### src/inc/synth_cfg_pkg.sv
// shared constants and types for the synthesizer configuration logic
package synth_cfg_pkg;

    // ------------------------------------------------------------------
    // configuration word, laid out exactly as the serial stream
    // ------------------------------------------------------------------
    localparam int SR_W = 14;
    localparam int M_W = 9;
    localparam int N_W = 2;
    localparam int T_W = 3;

    // test pin selections
    typedef enum logic [2:0] {
        TS_SR_OUT = 3'h0,
        TS_HIGH = 3'h1,
        TS_REF = 3'h2,
        TS_LOOP = 3'h3,
        TS_SYNTH = 3'h4,
        TS_LOW = 3'h5,
        TS_BYPASS = 3'h6,
        TS_SYNTH_DIV4 = 3'h7
    } test_sel_t;

    // test field in bits 13:11, output select 10:9, loop value 8:0
    typedef struct packed {
        test_sel_t t;
        logic [N_W-1:0] n;
        logic [M_W-1:0] m;
    } cfg_t;

    // ------------------------------------------------------------------
    // reset values and fixed divide counts
    // ------------------------------------------------------------------
    localparam cfg_t CFG_RST = '{t: TS_SR_OUT, n: 2'h0, m: 9'h1FF};
    localparam logic [SR_W-1:0] SR_RST = 14'h0000;
    localparam logic [M_W-1:0] XTAL_REF_DIV = 9'h008;
    localparam logic [M_W-1:0] SYNTH_TEST_DIV = 9'h004;
    localparam logic [M_W-1:0] OUT_DIV_BASE = 9'h002;
    localparam logic CTRL_RUN_RST = 1'b1;

    // ------------------------------------------------------------------
    // register map (byte addresses)
    // ------------------------------------------------------------------
    localparam int ADDR_W = 8;
    localparam logic [ADDR_W-1:0] CTRL_OFS = 8'h00;
    localparam logic [ADDR_W-1:0] CFG_OFS = 8'h04;
    localparam logic [ADDR_W-1:0] SHIFT_OFS = 8'h08;
    localparam int CTRL_RUN_BIT = 0;

endpackage

### src/hdl/tick_divider.sv
// divide-by-count stage clocked by single-cycle input ticks
`timescale 1ns/100ps
`default_nettype none

module tick_divider
    import synth_cfg_pkg::*;
#(
    parameter int W = 9
)
(
    input wire logic pclk,
    input wire logic presetn,
    input wire logic tick,
    input wire logic [W-1:0] div,
    output logic pulse_q,
    output logic level_q
);

    logic [W-1:0] cnt_q;
    logic [W-1:0] cnt_d;
    logic wrap;

    // wrap also when the count shrank below the current position
    assign wrap = (div != '0) && (cnt_q >= div - W'(1));

    // next count; a zero divide value parks the counter
    always_comb
    begin
        cnt_d = cnt_q;
        if (tick)
        begin
            if (div == '0 || wrap)
                cnt_d = '0;
            else
                cnt_d = cnt_q + W'(1);
        end
    end

    always_ff @(posedge pclk or negedge presetn)
    begin
        if (!presetn)
            cnt_q <= '0;
        else
            cnt_q <= cnt_d;
    end

    // one pulse per full count; level high for the first half gives 50% on even counts
    always_ff @(posedge pclk or negedge presetn)
    begin
        if (!presetn)
        begin
            pulse_q <= 1'b0;
            level_q <= 1'b0;
        end
        else
        begin
            pulse_q <= tick && wrap;
            level_q <= (div != '0) && (cnt_d < (div >> 1));
        end
    end

endmodule
`default_nettype wire

### src/hdl/synth_divider_config_logic.sv
// configuration latches, serial port, dividers and test mux of the synthesizer
//
// The address map and the APB slave port were decided locally.
`timescale 1ns/100ps
`default_nettype none

module synth_divider_config_logic
    import synth_cfg_pkg::*;
(
    input wire logic pclk,
    input wire logic presetn,
    input wire logic [ADDR_W-1:0] paddr,
    input wire logic psel,
    input wire logic penable,
    input wire logic pwrite,
    input wire logic [31:0] pwdata,
    output logic [31:0] prdata,
    output logic pready,
    output logic pslverr,
    input wire logic xtal_tick,
    input wire logic core_tick,
    input wire logic s_clock,
    input wire logic s_data,
    input wire logic s_load,
    input wire logic p_load_n,
    input wire logic [M_W-1:0] m_pin,
    input wire logic [M_W-1:0] m_drive,
    input wire logic [N_W-1:0] n_pin,
    input wire logic [N_W-1:0] n_drive,
    output logic ref_tick,
    output logic fb_tick,
    output logic synth_out,
    output logic test_out
);

    // ------------------------------------------------------------------
    // internal state
    // ------------------------------------------------------------------
    cfg_t cfg_q;
    cfg_t cfg_d;
    logic [SR_W-1:0] shift_q;
    logic s_clock_prev_q;
    logic run_q;
    logic s_clk_rise;
    logic bypass;
    logic src_tick;
    logic [M_W-1:0] m_eff;
    logic [N_W-1:0] n_eff;
    logic [M_W-1:0] out_ratio;
    logic ref_level;
    logic loop_level;
    logic out_pulse;
    logic div4_level;
    logic apb_setup;
    logic apb_commit;
    logic [31:0] rdata_d;
    logic addr_ok;

    // ------------------------------------------------------------------
    // parallel pins and serial port
    // ------------------------------------------------------------------

    // pull-ups: a bit nobody drives reads as one
    assign m_eff = m_pin | ~m_drive;
    assign n_eff = n_pin | ~n_drive;

    // pins are synchronous, so one previous sample is enough for edges
    always_ff @(posedge pclk or negedge presetn)
    begin
        if (!presetn)
            s_clock_prev_q <= 1'b0;
        else
            s_clock_prev_q <= s_clock;
    end

    assign s_clk_rise = s_clock && !s_clock_prev_q;

    // first bit shifted in ends at bit 13, so fields land msb on top
    always_ff @(posedge pclk or negedge presetn)
    begin
        if (!presetn)
            shift_q <= SR_RST;
        else if (s_clk_rise)
            shift_q <= {shift_q[SR_W-2:0], s_data};
    end

    // ------------------------------------------------------------------
    // configuration latches
    // ------------------------------------------------------------------

    // modelled as sampled-transparent: they follow their source each cycle
    // the source is open, so the value of the last open cycle is what the
    // closing edge leaves behind
    always_comb
    begin
        cfg_d = cfg_q;
        if (!p_load_n)
        begin
            // parallel path wins and never sets a test code
            cfg_d.m = m_eff;
            cfg_d.n = n_eff;
            cfg_d.t = TS_SR_OUT;
        end
        else if (s_load)
        begin
            cfg_d = cfg_t'(shift_q);
        end
    end

    always_ff @(posedge pclk or negedge presetn)
    begin
        if (!presetn)
            cfg_q <= CFG_RST;
        else
            cfg_q <= cfg_d;
    end

    // ------------------------------------------------------------------
    // dividers
    // ------------------------------------------------------------------

    // bypass lets a board tester step the loop and output dividers from the serial clock
    assign bypass = (cfg_q.t == TS_BYPASS);
    assign src_tick = run_q && (bypass ? s_clk_rise : core_tick);
    assign out_ratio = OUT_DIV_BASE << cfg_q.n;

    tick_divider #(.W(M_W)) ref_div
    (
        .pclk(pclk),
        .presetn(presetn),
        .tick(run_q && xtal_tick),
        .div(XTAL_REF_DIV),
        .pulse_q(ref_tick),
        .level_q(ref_level)
    );

    // loop level is only balanced for even values, which is acceptable
    tick_divider #(.W(M_W)) loop_div
    (
        .pclk(pclk),
        .presetn(presetn),
        .tick(src_tick),
        .div(cfg_q.m),
        .pulse_q(fb_tick),
        .level_q(loop_level)
    );

    tick_divider #(.W(M_W)) out_div
    (
        .pclk(pclk),
        .presetn(presetn),
        .tick(src_tick),
        .div(out_ratio),
        .pulse_q(out_pulse),
        .level_q(synth_out)
    );

    // each output wrap is one rising edge of the synthesizer output
    tick_divider #(.W(M_W)) test_div
    (
        .pclk(pclk),
        .presetn(presetn),
        .tick(out_pulse),
        .div(SYNTH_TEST_DIV),
        .pulse_q(),
        .level_q(div4_level)
    );

    // ------------------------------------------------------------------
    // test pin
    // ------------------------------------------------------------------

    // registered so the pin carries no glitch while the code changes
    always_ff @(posedge pclk or negedge presetn)
    begin
        if (!presetn)
            test_out <= 1'b0;
        else
        begin
            case (cfg_q.t)
                TS_SR_OUT: test_out <= shift_q[SR_W-1];
                TS_HIGH: test_out <= 1'b1;
                TS_REF: test_out <= ref_level;
                TS_LOOP: test_out <= loop_level;
                TS_SYNTH: test_out <= synth_out;
                TS_LOW: test_out <= 1'b0;
                TS_BYPASS: test_out <= loop_level;
                TS_SYNTH_DIV4: test_out <= div4_level;
                default: test_out <= 1'b0;
            endcase
        end
    end

    // ------------------------------------------------------------------
    // apb slave: one wait state, error on unmapped addresses
    // ------------------------------------------------------------------
    assign apb_setup = psel && penable && !pready;
    assign apb_commit = psel && penable && pready;

    always_comb
    begin
        rdata_d = 32'h0000_0000;
        addr_ok = 1'b1;
        case (paddr)
            CTRL_OFS: rdata_d[CTRL_RUN_BIT] = run_q;
            CFG_OFS: rdata_d[SR_W-1:0] = cfg_q;
            SHIFT_OFS: rdata_d[SR_W-1:0] = shift_q;
            default: addr_ok = 1'b0;
        endcase
    end

    always_ff @(posedge pclk or negedge presetn)
    begin
        if (!presetn)
        begin
            pready <= 1'b0;
            pslverr <= 1'b0;
            prdata <= 32'h0000_0000;
        end
        else
        begin
            pready <= apb_setup;
            pslverr <= apb_setup && !addr_ok;
            if (apb_setup && !pwrite)
                prdata <= rdata_d;
        end
    end

    // run gates every divider; configuration keeps tracking while stopped
    always_ff @(posedge pclk or negedge presetn)
    begin
        if (!presetn)
            run_q <= CTRL_RUN_RST;
        else if (apb_commit && pwrite && paddr == CTRL_OFS)
            run_q <= pwdata[CTRL_RUN_BIT];
    end
endmodule
`default_nettype wire

### config.mk
export PLATFORM = sky130hd
export DESIGN_NAME = synth_divider_config_logic
export DESIGN_NICKNAME = d
export VERILOG_FILES = /design/src/inc/synth_cfg_pkg.sv /design/src/hdl/tick_divider.sv /design/src/hdl/synth_divider_config_logic.sv
export SDC_FILE = /design/constraint.sdc
export NUM_CORES = 1
export LEC_CHECK = 0
export ABC_AREA = 1
export CORE_MARGIN = 4
export CORE_UTILIZATION = 64
export DETAILED_ROUTE_END_ITERATION = 6
export DONT_BUFFER_PORTS = 1
export PLACE_DENSITY = 0.78
export REMOVE_ABC_BUFFERS = 1
export SETUP_SLACK_MARGIN = 0.05
export SYNTH_ARGS = -nofsm -noshare
export SYNTH_HDL_FRONTEND = slang
export SYNTH_SLANG_ARGS = --single-unit
### constraint.sdc
create_clock -name pclk -period 3.65 [get_ports pclk]
set_input_delay 0 -clock pclk [delete_from_list [all_inputs] [get_ports pclk]]
set_output_delay 0 -clock pclk [all_outputs]
set_load 0.05 [all_outputs]
# == Word-level counts from Yosys, hierarchy flattened ==
# Index checks and enable logic that the tools add are counted.
# word_totals
ff_bits,90
latch_bits,0
ram_bits,0
rom_bits,0
inputBits,73
out_inout_bits,38
wordCells,96
memories,0
# op_classes
n_addsub,6
multipliers,0
div_mod_pow,0
n_lt_le_gt_ge,8
eq_ne,10
shift,1
muxes,15
n_bitwise,4
reduce_logical,31
# op_table
cell,n
9-bit 2-to-1 mux,8
"9-bit by 1-bit adder with 9-bit output, second input constant",4
14-bit 2-to-1 mux,2
13-bit case mux with 2 select lines,1
9-bit greater-or-equal comparator,2
9-bit logical NOT,2
9-bit by 8-bit < comparator with 1-bit output,2
9-bit nonzero test,2
"9-bit by 1-bit subtractor with 9-bit output, second input constant",2
1-bit logical AND,17
"3-bit equality test, second input constant",4
"9-bit by 2-bit greater-or-equal comparator with 1-bit output, second input constant",1
"9-bit by 3-bit greater-or-equal comparator with 1-bit output, second input constant",1
"9-bit by 2-bit < comparator with 1-bit output, second input constant",1
"9-bit by 3-bit < comparator with 1-bit output, second input constant",1
9-bit inverter,1
9-bit OR,1
"2-bit by 2-bit << shifter with 9-bit output, first input constant",1
"8-bit by 3-bit equality test with 1-bit output, second input constant",1
"8-bit by 4-bit equality test with 1-bit output, second input constant",1
8-bit logical NOT,1
1-bit case mux with 7 select lines,1
"3-bit by 2-bit equality test with 1-bit output, second input constant",2
1-bit logical NOT,4
other kinds (10),12

# == Depth between registers and ports, before layout ==
# logic_depth
ltp_word,9
mapped_depth,20

# == Hierarchy ==
# From an unflattened synthesis, not the netlist that was laid out.
# unflattened
cells_unflattened,887
hier_area_um2,6886.6
# modules_own_cells
module,n_inst,cells_per_inst,area_per_inst_um2,seq_area_each_um2
synth_divider_config_logic,1,302,2506.2,1188.6
tick_divider at ref_div ...,2,144,1083.5,275.3
tick_divider at out_div,1,152,1113.6,275.3
tick_divider at loop_div,1,145,1099.8,275.3

# == Least setup slack after synthesis ==
# Ideal clock, no wire load.
# synth_timing
path_type,register -> register
start,register cfg_q[0] (netlist name)
end,register loop_div.level_q
setup_ns,0.073
arrival_ns,3.069
required_ns,3.577
setup_slack_ns,0.507
stages_incl_launch_ff,21
n_path_buf,0
synth_period_minus_slack_ns,3.143
cell_sequence,dfstp_2 -> inv_1 -> ha_1 -> nand2_1 -> nor2_1 -> nor2_1 -> nor2_1 -> ha_1 -> nand2_1 -> inv_1 -> a21oi_1 -> nand2_1 -> nor2_1 -> a21oi_2 -> nor3b_1 -> ha_1 -> a21oi_1 -> nor2_1 -> a211oi_1 -> nand2_1 -> a21oi_2
# synth_between
elab_chain_len,8
# synth_lines
item,line_no,text
start: declaration,synth_divider_config_logic.sv:39,cfg_t cfg_q;
start signal: assignment,synth_divider_config_logic.sv:115,cfg_q <= cfg_d;
9-bit by 1-bit subtractor with 9-bit output,tick_divider.sv:24,assign wrap = (div != '0) && (cnt_q >= div - W'(1));
9-bit greater-or-equal comparator,tick_divider.sv:24,
1-bit logical AND,tick_divider.sv:24,
1-bit logical OR (*),tick_divider.sv:32,if (div == '0 || wrap)
9-bit 2-to-1 mux (*),tick_divider.sv:32,
9-bit 2-to-1 mux (*),tick_divider.sv:30,if (tick)
named net loop_div.cnt_d[2],tick_divider.sv:20,logic [W-1:0] cnt_d;
9-bit by 8-bit < comparator with 1-bit output (*),tick_divider.sv:58,level_q <= (div != '0) && (cnt_d < (div >> 1));
1-bit logical AND (*),tick_divider.sv:58,
end signal: assignment,tick_divider.sv:58,
end: declaration,tick_divider.sv:16,output logic level_q
# Mark *: on every way through the listed nets, which the timed path passes. The rest lies on a longest branch.
# A chain may end at the register's enable or synchronous reset.

# == Final worst setup path ==
# layout_timing
start,register cfg_q[1] (netlist name)
end,register loop_div.level_q
# Same word-level chain as after synthesis.

==> metrics <==
unrepaired setup endpoints after global routing false; final hold viol count 0; post-synthesis register bit count 90; layout cells sized above 1 0.112; vias after detailed routing 4000; VDD IR max 0.267 mV; synth top area cells dfrtp_1 (40%), inv_1 (7.8%), ha_1 (7.7%); Yosys cell types 42; initial drt markers 155; FMAX 299 MHz; largest net degree at the start of global routing 91; synthesis-to-layout area growth 11.8%; Boundary Pins 111; Req. time, crit path 3.94 ns; clock root buffer clkbuf_8; Total Power 2.13 mW; Clock Latency Late Sink 0.36 ns; first-pass GRT wire length 17900 um; post-layout util 0.729; die area 9310 sq um; final instance area 5600 sq um; clk buf depth 2; Critical Path AT 3.64 ns; met2 routed wirelength 5210 um; worst slew pin tran 0.647 ns; CTS tree yes; Pleak 2.85 nW; Tcrit/Tclk final 0.917; Mapped Avg Cell Area 8.60 sq um; Synth area leader dfrtp_1; Yosys top cell area share 0.400; share of flip-flops with an asynchronous set or reset 1.00; Slew Limit Fails 0; GPL Wtd Cong 0.795; Port Buffers 0; total negative slack 0 ns; number of flops mapped to enable cells by yosys 0; detailed-route wire length per cell 14.8 um; crit end category flip-flop; Finished Layout Cells 725; # DRC 0; initial antenna violation count 0; Via density 5.52; Synth top cells by count inv_1 (104), nand2_1 (85), dfrtp_1 (80); height of the die 96.5 um; setup violators final 0; vias in the first global route 3895; filler cell count 550; mapped cell area 5010 sq um; register area share after synthesis 0.452; Slew HR 0.568; final WL 10700 um; met3 wire length 764 um; Pwr per Cell Area 381 nW/um^2; Hold Path Cell Cnt 4; detailed placement HPWL 7460 um; max layer used met4; Placed Area 5030 sq um; Layout Nets 722; worst hold path class in2reg; R2R cell count 19; chip width 96.5 um; fin crit period 3.35 ns; synthesized instance count 583; DP Cell Count 676; final clock skew 0.0120 ns; Main synth FF type dfrtp_1; critical path peak fanout 6; ANT cells 0; clock tree sinks 90; htree depth 3; slack of the critical path 0.304 ns; Core ar. 7690 sq um; Max Cap Viol 0; Setup crit start kind flip-flop; most common cell in the netlist inv_1; DRT Pass-1 Iters 4; Yosys warnings 0; hold_ws 0.0281 ns; dpl ws 0.159 ns; kind of critical path reg2reg; Reg clk slew, reported paths 0.09 ns; Num CTS Buffers 9; antenna violation net count after detailed routing 0; Rows 32; outcome complete, no violations; All-Layer GR Usage 0.248; Initial Util 0.652; wl on met1 4590 um; gr ovfl total 0
==> layout by cell type (no fill, tap or decap), types with 2 or more instances in the layout <==
| master | n |
|---|---|
| inv_1 | 104 |
| nand2_1 | 84 |
| dfrtp_1 | 80 |
| nor2_1 | 49 |
| nand3_1 | 32 |
| o21ai_0 | 31 |
| ha_1 | 31 |
| dlygate4sd3_1 | 31 |
| conb_1 | 22 |
| o22ai_1 | 18 |
| a21oi_1 | 14 |
| mux2_2 | 14 |
| o221ai_1 | 11 |
| nor3_1 | 10 |
| dfstp_2 | 10 |
| clkbuf_8 | 9 |
| nand4_1 | 8 |
| xor2_1 | 6 |
| nor2_2 | 5 |
| buf_4 | 4 |
| a211oi_1 | 3 |
| nor3b_1 | 3 |
| inv_2 | 3 |
| nand3_2 | 3 |
| a21oi_2 | 2 |
| o211ai_1 | 2 |
| nor2_4 | 2 |
| nand2_2 | 2 |
| nor3_2 | 2 |
| xnor2_1 | 2 |
| a31oi_1 | 2 |
| o21ai_1 | 2 |
| nor4_1 | 2 |
| inv_6 | 2 |
==> worst max-delay path: stages, from the launching register on <==
cell and delay [ns]:
dfstp_2 0.55, inv_1 0.07, ha_1 0.23, nand2_2 0.13
nor2_1 0.06, nor2_1 0.08, nor2_1 0.05, ha_1 0.29
nand2_1 0.08, nor2_2 0.14, inv_1 0.07, a21oi_2 0.16
nor2_4 0.07, a21oi_4 0.27, nor2_2 0.09, ha_1 0.30
a21o_1 0.16, a21oi_1 0.14, o2111ai_1 0.17, a21oi_2 0.14
==> worst paths after layout <==
path	start	end	slack, ns
max	cfg_q[1]	loop_div.level_q	0.30
min	paddr[2]	pslverr	0.03
max reg2reg	cfg_q[1]	loop_div.level_q	0.30
min reg2reg	shift_q[13]	shift_q[13]	0.50
max in group asynchronous	presetn	cfg_q[2]	3.01
min in group asynchronous	presetn	loop_div.cnt_q[7]	0.21
==> layout make-up <==
type	count	area (sq um)	share of cell area
Sequential cell	90	2260	0.404
Multi-Input combinational cell	374	2260	0.404
Tap cell	102	128	0.0228
Timing Repair Buffer	36	368	0.0656
Inverter	107	402	0.0717
Clock inverter	6	50.0	0.00893
Clock buffer	10	128	0.0228
==> cell families (layout without fill, tap and decap cells) <==
kind of cell,count (synthesis),after routing,synth area share
xor+xnor,8,8,0.0140
other cells,2,22,0.00150
buf+inv,139,159,0.121
flops,90,90,0.452
fa+ha+maj,31,31,0.0774
mux,14,14,0.0315
simple gates,208,208,0.192
compound gates,91,91,0.112
==> metal layers <==
metal	vias up	track usage
li1	1941	-
met1	1894	0.333
met2	146	0.401
met3	19	0.0612
met4	0	0.0736
met5	-	0
==> registers in the layout (all words and copies together) (netlist names), 9 cells and up <==
signal,count
cfg_q,14
prdata,14
shift_q,14
loop_div.cnt_q,9
out_div.cnt_q,9
ref_div.cnt_q,9
test_div.cnt_q,9
==> timing repair <==
item,in CTS,in global routing
buffers inserted,0,1
resized for setup,0,11
hold buffers,32,0
hold endpoints to repair,110,0
endpoints found under the setup margin,0,1
==> report_power, final <==
group	switching, mW	total (mW)	internal (mW)
clock network	0.379	0.637	0.258
logic	0.237	0.361	0.124
registers	0.0673	1.14	1.07
(Power assumes the default switching activity.)
